[config.mk]
export PLATFORM = sky130hd
export DESIGN_NAME = cpfs_pin_select
export DESIGN_NICKNAME = d
export VERILOG_FILES = /design/src/cpfs_pkg.sv /design/src/cpfs_pin_cell.sv /design/src/cpfs_pin_select.sv
export VERILOG_INCLUDE_DIRS = /design/src
export SDC_FILE = /design/constraint.sdc
export NUM_CORES = 1
export LEC_CHECK = 0
export ABC_AREA = 1
export BUFFER_PORTS_ARGS = -buffer_cell sky130_fd_sc_hd__buf_4
export CAP_MARGIN = 20
export CELL_PAD_IN_SITES_DETAIL_PLACEMENT = 0
export CELL_PAD_IN_SITES_GLOBAL_PLACEMENT = 1
export CORE_UTILIZATION = 40
export DETAILED_ROUTE_END_ITERATION = 10
export HOLD_SLACK_MARGIN = 0.05
export PLACE_DENSITY = 0.89
export SYNTH_ARGS = -nofsm -noshare
export SYNTH_HDL_FRONTEND = slang
export SYNTH_HIERARCHICAL = 1
export SYNTH_SLANG_ARGS = --single-unit
export TNS_END_PERCENT = 5
[constraint.sdc]
create_clock -name sys_clk -period 3.91 [get_ports sys_clk]
set_clock_uncertainty 0.15 [all_clocks]
set_input_delay 0.782 -clock sys_clk [delete_from_list [all_inputs] [get_ports sys_clk]]
set_output_delay 0.782 -clock sys_clk [all_outputs]
set_load 0.005 [all_outputs]
[src/cpfs_map.svh]
// register offsets, field positions, reset values for the pin function select
// Overview of operation
// - power field 00 makes the asserted power pin force full power-down; reset 00.
// - power field 01 makes the asserted power pin force standby instead.
// - power field 10 (and 11) ignores the power pin entirely.
// - an honoured asserted power pin clears chan_power_en; the channel power mode bits still pass through.
// - B role field 000 fast-detect B, 001 frame clock, 110 secondary role.
// - A role field uses the same codes for fast-detect A.
// - role 111 disables the pin as weakly pulled-down input; fields reset 111.
// - B secondary role applies only while B role field is 110.
// - A secondary role applies only while A role field is 110.
// - B secondary 0000 oscillator select input, 0001 transfer input; reset 0000.
// - A secondary 0000 oscillator select input, 0001 transfer input.
// - secondary 1000 drives the leader next-trigger output on the pin.
// - transfer request loads shadow into active; flag clears after copy done.
`ifndef CPFS_MAP_SVH
`define CPFS_MAP_SVH
`define CPFS_ADDR_XFER 16'h000F
`define CPFS_ADDR_PRI 16'h0040
`define CPFS_ADDR_SEC 16'h0041
`define CPFS_PRI_RESET 8'h3F
`define CPFS_SEC_RESET 8'h00
`define CPFS_PWR_MSB 7
`define CPFS_PWR_LSB 6
`define CPFS_ROLE_B_MSB 5
`define CPFS_ROLE_B_LSB 3
`define CPFS_ROLE_A_MSB 2
`define CPFS_ROLE_A_LSB 0
`define CPFS_SEC_B_MSB 7
`define CPFS_SEC_B_LSB 4
`define CPFS_SEC_A_MSB 3
`define CPFS_SEC_A_LSB 0
`define CPFS_XFER_BIT 0
`endif

[src/cpfs_pkg.sv]
// types of the pin function select
package cpfs_pkg;
	typedef enum logic [1:0] {
		CPFS_PWR_FULL = 2'b00,
		CPFS_PWR_STBY = 2'b01,
		CPFS_PWR_OFF = 2'b10
	} cpfs_pwr_e;
	typedef enum logic [2:0] {
		CPFS_ROLE_FD = 3'b000,
		CPFS_ROLE_LMFC = 3'b001,
		CPFS_ROLE_SEC = 3'b110,
		CPFS_ROLE_OFF = 3'b111
	} cpfs_role_e;
	typedef enum logic [3:0] {
		CPFS_SEC_NCO = 4'b0000,
		CPFS_SEC_XFER = 4'b0001,
		CPFS_SEC_LEAD = 4'b1000,
		CPFS_SEC_FOLL = 4'b1001
	} cpfs_sec_e;
endpackage : cpfs_pkg

[src/cpfs_pin_cell.sv]
// role decode and output flops of one multipurpose pin
`timescale 1ns/1ps
module cpfs_pin_cell
	import cpfs_pkg::*;
(
	// clock and reset
	input wire logic sys_clk,
	input wire logic reset,
	// configuration
	input wire logic [2:0] role,
	input wire logic [3:0] sec_role,
	// sources and synchronised pin level
	input wire logic pin_sync,
	input wire logic fd_flag,
	input wire logic lmfc,
	input wire logic leader_trig,
	// pin drive
	output logic pin_out,
	output logic pin_oe,
	output logic pull_down,
	// decoded input roles
	output logic sel_lvl,
	output logic xfer_lvl,
	output logic trig_lvl
);
	logic pin_out_ff;
	logic pin_oe_ff;
	logic pull_down_ff;
	logic nxt_pin_out;
	logic nxt_pin_oe;
	logic nxt_pull_down;

	always_comb
	begin
		nxt_pin_out = 1'b0;
		nxt_pin_oe = 1'b0;
		nxt_pull_down = 1'b1;
		sel_lvl = 1'b0;
		xfer_lvl = 1'b0;
		trig_lvl = 1'b0;
		unique case (role)
			CPFS_ROLE_FD:
			begin
				nxt_pin_oe = 1'b1;
				nxt_pin_out = fd_flag;
				nxt_pull_down = 1'b0;
			end
			CPFS_ROLE_LMFC:
			begin
				nxt_pin_oe = 1'b1;
				nxt_pin_out = lmfc;
				nxt_pull_down = 1'b0;
			end
			CPFS_ROLE_SEC:
			begin
				unique case (sec_role)
					CPFS_SEC_NCO:
					begin
						nxt_pull_down = 1'b0;
						sel_lvl = pin_sync;
					end
					CPFS_SEC_XFER:
					begin
						nxt_pull_down = 1'b0;
						xfer_lvl = pin_sync;
					end
					CPFS_SEC_LEAD:
					begin
						nxt_pin_oe = 1'b1;
						nxt_pin_out = leader_trig;
						nxt_pull_down = 1'b0;
					end
					CPFS_SEC_FOLL:
					begin
						nxt_pull_down = 1'b0;
						trig_lvl = pin_sync;
					end
					default:
					begin
						nxt_pull_down = 1'b1;
					end
				endcase
			end
			default:
			begin
				nxt_pull_down = 1'b1;
			end
		endcase
	end

	always_ff @(posedge sys_clk or posedge reset)
	begin
		if (reset)
		begin
			pin_out_ff <= 1'b0;
			pin_oe_ff <= 1'b0;
			pull_down_ff <= 1'b1;
		end
		else
		begin
			pin_out_ff <= nxt_pin_out;
			pin_oe_ff <= nxt_pin_oe;
			pull_down_ff <= nxt_pull_down;
		end
	end

	assign pin_out = pin_out_ff;
	assign pin_oe = pin_oe_ff;
	assign pull_down = pull_down_ff;
endmodule : cpfs_pin_cell

[src/cpfs_pin_select.sv]
// pin control registers, power pin handling and multipurpose pin muxing
`timescale 1ns/1ps
`include "cpfs_map.svh"
module cpfs_pin_select
	import cpfs_pkg::*;
(
	// clock and reset
	input wire logic sys_clk,
	input wire logic reset,
	// register access from the serial control port
	input wire logic [15:0] reg_addr,
	input wire logic [7:0] reg_wdata,
	input wire logic reg_wr,
	input wire logic reg_rd,
	output logic [7:0] reg_rdata,
	// power
	input wire logic power_down_standby_pin,
	input wire logic [1:0] chan_power_mode,
	output logic chip_power_down,
	output logic chip_standby,
	output logic chan_power_en,
	output logic [1:0] chan_power_mode_eff,
	// signal sources
	input wire logic overrange_flag_a,
	input wire logic overrange_flag_b,
	input wire logic lmfc,
	input wire logic leader_trigger_out,
	// multipurpose pin a
	input wire logic multipurpose_pin_a_in,
	output logic multipurpose_pin_a_out,
	output logic multipurpose_pin_a_oe,
	output logic multipurpose_pin_a_pd,
	// multipurpose pin b
	input wire logic multipurpose_pin_b_in,
	output logic multipurpose_pin_b_out,
	output logic multipurpose_pin_b_oe,
	output logic multipurpose_pin_b_pd,
	// decoded pin inputs
	output logic [1:0] nco_chan_sel,
	output logic follower_trigger_in,
	// shadow to active transfer
	output logic xfer_load,
	input wire logic xfer_done
);
	logic [7:0] pri_ff;
	logic [7:0] sec_ff;
	logic xfer_req_ff;
	logic nxt_xfer_req;
	logic [7:0] rdata_ff;
	logic [1:0] pwr_sync_ff;
	logic [1:0] pin_s1_ff;
	logic [1:0] pin_s2_ff;
	logic chip_power_down_ff;
	logic chip_standby_ff;
	logic chan_power_en_ff;
	logic [1:0] chan_power_mode_ff;
	logic [1:0] nco_sel_ff;
	logic xfer_prev_ff;
	logic trig_prev_ff;
	logic follower_trig_ff;
	logic [1:0] pwr_mode;
	logic pwr_pin;
	logic pwr_honour;
	logic xfer_wr;
	logic xfer_rise;
	logic [1:0] sel_lvl;
	logic [1:0] xfer_lvl;
	logic [1:0] trig_lvl;
	logic [1:0] pin_out;
	logic [1:0] pin_oe;
	logic [1:0] pin_pd;
	logic [2:0] role [1:0];
	logic [3:0] sec_role [1:0];
	logic [1:0] fd_flag;
	logic [1:0] pin_in;

	function automatic logic hit(input logic [15:0] a, input logic [15:0] b);
		hit = (a == b);
	endfunction : hit

	// register file
	always_ff @(posedge sys_clk or posedge reset)
	begin
		if (reset)
		begin
			pri_ff <= `CPFS_PRI_RESET;
			sec_ff <= `CPFS_SEC_RESET;
		end
		else if (reg_wr)
		begin
			if (hit(reg_addr, `CPFS_ADDR_PRI))
				pri_ff <= reg_wdata;
			if (hit(reg_addr, `CPFS_ADDR_SEC))
				sec_ff <= reg_wdata;
		end
	end

	// read data
	always_ff @(posedge sys_clk or posedge reset)
	begin
		if (reset)
			rdata_ff <= 8'h00;
		else if (reg_rd)
		begin
			if (hit(reg_addr, `CPFS_ADDR_PRI))
				rdata_ff <= pri_ff;
			else if (hit(reg_addr, `CPFS_ADDR_SEC))
				rdata_ff <= sec_ff;
			else if (hit(reg_addr, `CPFS_ADDR_XFER))
				rdata_ff <= {7'h00, xfer_req_ff};
			else
				rdata_ff <= 8'h00;
		end
	end

	// transfer request, set wins over clear
	assign xfer_wr = reg_wr && hit(reg_addr, `CPFS_ADDR_XFER) &&
		reg_wdata[`CPFS_XFER_BIT];
	assign xfer_rise = (|xfer_lvl) && !xfer_prev_ff;
	assign nxt_xfer_req = xfer_wr || xfer_rise || (xfer_req_ff && !xfer_done);

	always_ff @(posedge sys_clk or posedge reset)
	begin
		if (reset)
			xfer_req_ff <= 1'b0;
		else
			xfer_req_ff <= nxt_xfer_req;
	end

	// synchronisers
	always_ff @(posedge sys_clk or posedge reset)
	begin
		if (reset)
		begin
			pwr_sync_ff <= 2'h0;
			pin_s1_ff <= 2'h0;
			pin_s2_ff <= 2'h0;
		end
		else
		begin
			pwr_sync_ff <= {pwr_sync_ff[0], power_down_standby_pin};
			pin_s1_ff <= {multipurpose_pin_b_in, multipurpose_pin_a_in};
			pin_s2_ff <= pin_s1_ff;
		end
	end

	// power pin handling
	assign pwr_mode = pri_ff[`CPFS_PWR_MSB:`CPFS_PWR_LSB];
	assign pwr_pin = pwr_sync_ff[1];
	assign pwr_honour = pwr_pin && (pwr_mode == CPFS_PWR_FULL ||
		pwr_mode == CPFS_PWR_STBY);

	always_ff @(posedge sys_clk or posedge reset)
	begin
		if (reset)
		begin
			chip_power_down_ff <= 1'b0;
			chip_standby_ff <= 1'b0;
			chan_power_en_ff <= 1'b1;
			chan_power_mode_ff <= 2'h0;
		end
		else
		begin
			chip_power_down_ff <= pwr_honour && (pwr_mode == CPFS_PWR_FULL);
			chip_standby_ff <= pwr_honour && (pwr_mode == CPFS_PWR_STBY);
			chan_power_en_ff <= !pwr_honour;
			chan_power_mode_ff <= chan_power_mode;
		end
	end

	// per-pin role decode
	assign role[0] = pri_ff[`CPFS_ROLE_A_MSB:`CPFS_ROLE_A_LSB];
	assign role[1] = pri_ff[`CPFS_ROLE_B_MSB:`CPFS_ROLE_B_LSB];
	assign sec_role[0] = sec_ff[`CPFS_SEC_A_MSB:`CPFS_SEC_A_LSB];
	assign sec_role[1] = sec_ff[`CPFS_SEC_B_MSB:`CPFS_SEC_B_LSB];
	assign fd_flag = {overrange_flag_b, overrange_flag_a};
	assign pin_in = pin_s2_ff;

	genvar gi;
	generate
		for (gi = 0; gi < 2; gi++)
		begin : g_pin
			cpfs_pin_cell u_cell (
				.sys_clk(sys_clk),
				.reset(reset),
				.role(role[gi]),
				.sec_role(sec_role[gi]),
				.pin_sync(pin_in[gi]),
				.fd_flag(fd_flag[gi]),
				.lmfc(lmfc),
				.leader_trig(leader_trigger_out),
				.pin_out(pin_out[gi]),
				.pin_oe(pin_oe[gi]),
				.pull_down(pin_pd[gi]),
				.sel_lvl(sel_lvl[gi]),
				.xfer_lvl(xfer_lvl[gi]),
				.trig_lvl(trig_lvl[gi])
			);
		end
	endgenerate

	// decoded inputs and edges
	always_ff @(posedge sys_clk or posedge reset)
	begin
		if (reset)
		begin
			nco_sel_ff <= 2'h0;
			xfer_prev_ff <= 1'b0;
			trig_prev_ff <= 1'b0;
			follower_trig_ff <= 1'b0;
		end
		else
		begin
			nco_sel_ff <= sel_lvl;
			xfer_prev_ff <= |xfer_lvl;
			trig_prev_ff <= |trig_lvl;
			follower_trig_ff <= (|trig_lvl) && !trig_prev_ff;
		end
	end

	assign reg_rdata = rdata_ff;
	assign chip_power_down = chip_power_down_ff;
	assign chip_standby = chip_standby_ff;
	assign chan_power_en = chan_power_en_ff;
	assign chan_power_mode_eff = chan_power_mode_ff;
	assign multipurpose_pin_a_out = pin_out[0];
	assign multipurpose_pin_a_oe = pin_oe[0];
	assign multipurpose_pin_a_pd = pin_pd[0];
	assign multipurpose_pin_b_out = pin_out[1];
	assign multipurpose_pin_b_oe = pin_oe[1];
	assign multipurpose_pin_b_pd = pin_pd[1];
	assign nco_chan_sel = nco_sel_ff;
	assign follower_trigger_in = follower_trig_ff;
	assign xfer_load = xfer_req_ff;
endmodule : cpfs_pin_select

**Word level (Yosys, flattened, before mapping)**

Index checks and enable logic that the tools add are counted.

- Bits in registers: 47
- Bits in latches: 0
- Memory bits (writable): 0
- ROM bits: 0
- Input port bits: 38
- Output and inout bits: 23
- Word-level logic and storage cells: 90
- Memories kept: 0

- Add/subtract/negate cells: 0
- $mul: 0
- Div/mod/pow operators: 0
- $lt $le $gt $ge: 0
- Equality and inequality tests: 14
- Shift operators: 0
- Multiplexer cells: 27
- Bitwise operators: 0
- Reductions and logical operators: 28

Operator list:

| kind | count |
|---|---|
| $eq 16x7->1 const B | 2 |
| $mux 1 | 19 |
| $eq 16x4->1 const B | 1 |
| $eq 4x4->1 const B | 4 |
| $mux 8 | 2 |
| $eq 4x1->1 const B | 2 |
| $logic_and 1x1->1 | 8 |
| $logic_not 4->1 | 2 |
| $pmux 1 s2 | 4 |
| $reduce_or 2->1 | 4 |
| $reduce_or 4->1 | 2 |
| $eq 3x1->1 const B | 2 |
| $eq 3x3->1 const B | 2 |
| $logic_not 3->1 | 2 |
| $pmux 1 s3 | 2 |
| $logic_not 1->1 | 4 |
| $reduce_and 2->1 | 2 |
| $logic_or 1x1->1 | 3 |
| $eq 2x1->1 const B | 1 |
| $logic_not 2->1 | 1 |

**Logic depth before layout (Yosys ltp)**

- Depth in word-level cells: 7
- Gate-level depth with buffers: 9
- Mapped depth without buffers: 8

**Cells and area by module**

The synthesis kept the hierarchy.

Modules (own cells, without submodules):

| module | times used | cells each | area each (um^2) | seq. area each (um^2) |
|---|---|---|---|---|
| cpfs_pin_select | 1 | 189 | 1,725.4 | 1,034.7 |
| cpfs_pin_cell | 2 | 35 | 224.0 | 76.3 |

**Worst setup path after synthesis**

Ideal clock, no wire load.

- Path kind: in2reg
- Start: input reg_addr[11]
- End: register sec_ff[0]
- Setup time: 126 ps
- Arrival: 1,642 ps
- Required time: 3,634 ps
- Setup slack: 1,992 ps
- Stages on the path: 7
- Path buffers: 2
- Cells stage by stage: nor2_1 > nand2_1 > nor2_4 > and3_1 > buf_6 > buf_12 > o21ai_0

- Cells in the longest elaborated chain, start to end: 2

Ends and longest elaborated chain:

| what | line | text |
|---|---|---|
| start, declared | cpfs_pin_select.sv:11 | `input wire logic [15:0] reg_addr,` |
| $eq 16x7->1 | cpfs_pin_select.sv:78 | `hit = (a == b);` |
| $reduce_and 2->1 (no line) | n/a |  |
| end signal, assigned | cpfs_pin_select.sv:87 | `` sec_ff <= `CPFS_SEC_RESET; `` |
| end signal, assigned | cpfs_pin_select.sv:94 | `sec_ff <= reg_wdata;` |
| end, declared | cpfs_pin_select.sv:46 | `logic [7:0] sec_ff;` |

No other way between the ends.
A chain may end at the register's enable or synchronous reset.

**Worst setup path in the final report**

Ends and elaborated chain as after synthesis.

==> key figures <==
STA
  • Final setup viols: 0
  • Worst Max-Slew Pin Slew: 0.566 ns
  • Fmax achieved: 0.460 GHz
  • Final Cycle Share: 55.6%
  • Slew Viols, Final: 0
  • Slew HR: 62.3%
  • Count of final hold-check violations: 0
  • RSZ-0062 raised after global routing: no
  • Fin crit period: 2.17 ns
  • Final setup TNS: 0 ns

Worst setup path
  • Largest delay share family, worst path: simple AND/OR/NAND/NOR gates
  • Worst path slowest cell: and3_1
  • Crit path launch type: input port
  • Reg2Reg Depth: 8
  • CP bufs+invs: 1
  • Reg-to-Reg Start: pri_ff[5]
  • Reg2Reg Setup Slack: 2.26 ns
  • Worst EP arrival: 2.18 ns
  • Crit path cell chain: buf_4 > nor2_1 > nand2_1 > nor2_4 > and3_1 > o21ai_0
  • Reg2reg end: xfer_load
  • Levels on crit path: 6
  • Max FO, Critical Path: 19
  • Worst setup EP type: flip-flop
  • CP Data Required Time: 3.92 ns
  • CP Class: in2reg
  • Slowest stage delay, CP: 0.60 ns

Die
  • Die extent in x: 75.7 µm
  • Die area: 5730 µm²
  • Initial Util: 42.0%
  • Die Span Y: 75.7 µm
  • Core area: 5170 µm²
  • Standard-cell rows: 26
  • Top-Level Pins: 61

CTS
  • Clock buffer count from CTS: 5
  • Worst-case clock buffer depth: 2
  • Worst-Skew Late Latency: 0.30 ns
  • Clk slew on worst S/H paths: 0.09 ns
  • CTS Sinks: 47
  • CTS H-tree depth: 2
  • Post-CTS Setup Repair Bufs: 0
  • CTS tree: built
  • Post-CTS Resized: 0
  • Hold buffer count at cts: 0
  • CTS root buf: clkbuf_8

Routing
  • Final wirelength: 4450 µm
  • Initial drt markers: 86
  • Vias post-DR: 1812
  • Mean routed wirelength per cell: 11.3 µm
  • First-pass detailed-route iteration total: 4
  • Via-to-Cell Ratio: 4.61
  • Antenna-violating nets left: 0
  • DR DRC count: 0

Synth
  • Yosys reg bits: 47
  • Gate Count Post-Synth: 259
  • Register area share after synthesis: 54.6%
  • Synthesized area: 2170 µm²
  • Syn nets: 297
  • Unique cell type count in the Yosys netlist: 21
  • Synth Area per Inst: 8.39 µm²
  • Ys Warns: 6

Placement
  • Port Buffers: 60
  • Placed insts: 385
  • Gpl congestion: 0.765
  • Final HPWL DP: 3340 µm

Finish
  • Area Overhead vs Synth: 28.2%
  • Nets@finish: 360
  • Post-Layout Cell Count: 393
  • N_diodes: 0
  • Layout cells sized above 1: 28.8%

Power and ir drop
  • Combinational share of power: 6.7%
  • Clk network pwr share: 38.9%
  • Internal power: 0.716 mW
  • Pwr Density: 327 nW/µm²
  • Sequential share of power: 54.4%
  • Max VDD drop: 228 µV
  • NetSw: 0.194 mW
  • Pleak: 1.44 nW
  • Switching part of the total power: 21.3%

GRT
  • Vias in the first global route: 1666
  • Initial antenna violation count: 0
  • GRT Util Overall: 17.5%
  • Largest net degree at the start of global routing: 42
  • First-pass GRT wire length: 7380 µm
  • Total gr overflow: 0

Outcome
  • Outcome: finished clean

Min path
  • Worst hold path class: in2async

Flow run
  • Max Cap Viol: 0
## per-layer routing
layer  global-route usage [%]  up-vias  share of wire (%)
met3                     4.10        7                5.6
met5                        0        -                  0
met1                     22.3      824                 46
met2                     29.8       54                 48
li1                         -      927                  -
met4                     5.35        0                1.2
## cells in the final DEF, fill, tap and decap left out, types with 2 or more instances in the layout
cell	instances
nand4_1	3
buf_4	61
nand3_1	27
clkbuf_8	5
nor2_1	22
o21ai_0	16
nand2_2	3
a21oi_1	3
o21ai_2	2
o21ai_1	4
nand2_1	71
dfstp_2	9
inv_1	45
nand4_2	2
dfrtp_1	38
nor2_4	5
nor2_2	2
## worst max path at each step
stage	from	end	slack, ns
final	reg_addr[11]	sec_ff[0]	1.74
after floorplan	reg_addr[11]	sec_ff[0]	1.99
after global placement	reg_addr[11]	sec_ff[7]	1.49
after global routing	reg_addr[15]	sec_ff[0]	1.51
after detailed placement	reg_addr[11]	sec_ff[5]	1.41
after CTS	reg_addr[11]	sec_ff[0]	1.74
## state kept, by name (all words and copies together) (netlist names), 2 cells and up
register / flops
chan_power_mode_eff: 2
g_pin.u_cell/pin_oe: 2
g_pin.u_cell/pin_out: 2
g_pin.u_cell/pull_down: 2
nco_chan_sel: 2
pin_in: 2
pin_s1_ff: 2
pri_ff: 8
pwr_sync_ff: 2
reg_rdata: 8
sec_ff: 8
## logic make-up (layout without fill, tap and decap cells)
group / after synthesis / count (layout) / share of synthesized area (%)
simple gates: 137 / 137 / 29.4
buf+inv: 50 / 114 / 9.84
compound gates: 25 / 25 / 6.10
flops: 47 / 47 / 54.6
## through the flow
step                      power (mW)  setup WS [ns]  utilization [%]  hold WS, ns  cell area, µm²
after floorplan                0.524           1.99                -        0.181            2170
after global placement         0.566           1.49             51.7        0.184            2670
after detailed placement       0.567           1.41             51.7        0.186            2670
after CTS                      0.924           1.74             53.9        0.194            2790
after global routing           0.949           1.51             53.9        0.198            2790
final                          0.910           1.74             53.9        0.196            2790
## power by group through the flow
stage	Clock, mW	Combinational, mW	Sequential (mW)
CTS	0.366	0.0627	0.495
global placement	0	0.0619	0.504
global route	0.384	0.0694	0.496
detailed placement	0	0.0626	0.504
floorplan	0	0.0195	0.505
finish	0.354	0.0610	0.495
## cell usage after synthesis
library cell,n,area (µm²)
a21oi_1,3,15.0
and3_1,1,6.26
buf_12,1,20.0
buf_2,2,10.0
buf_6,1,11.3
clkbuf_1,1,3.75
dfrtp_1,38,951
dfstp_2,9,236
inv_1,45,169
nand2_1,71,267
nand2_2,3,18.8
nand3_1,27,135
nand3_4,1,17.5
nand4_1,3,18.8
nand4_2,2,25.0
nor2_1,22,82.6
nor2_2,2,12.5
nor2_4,5,56.3
o21ai_0,16,80.1
o21ai_1,4,20.0
o21ai_2,2,17.5
## layout make-up
class,count,area (µm²)
timing repair buffer,61,458
clock inverter,3,43.8
fill,502,2390
clock buffer,5,68.8
multi-input combinational,162,772
inverter,45,169
tap,70,87.6
sequential,47,1190
(Power assumes the default switching activity.)
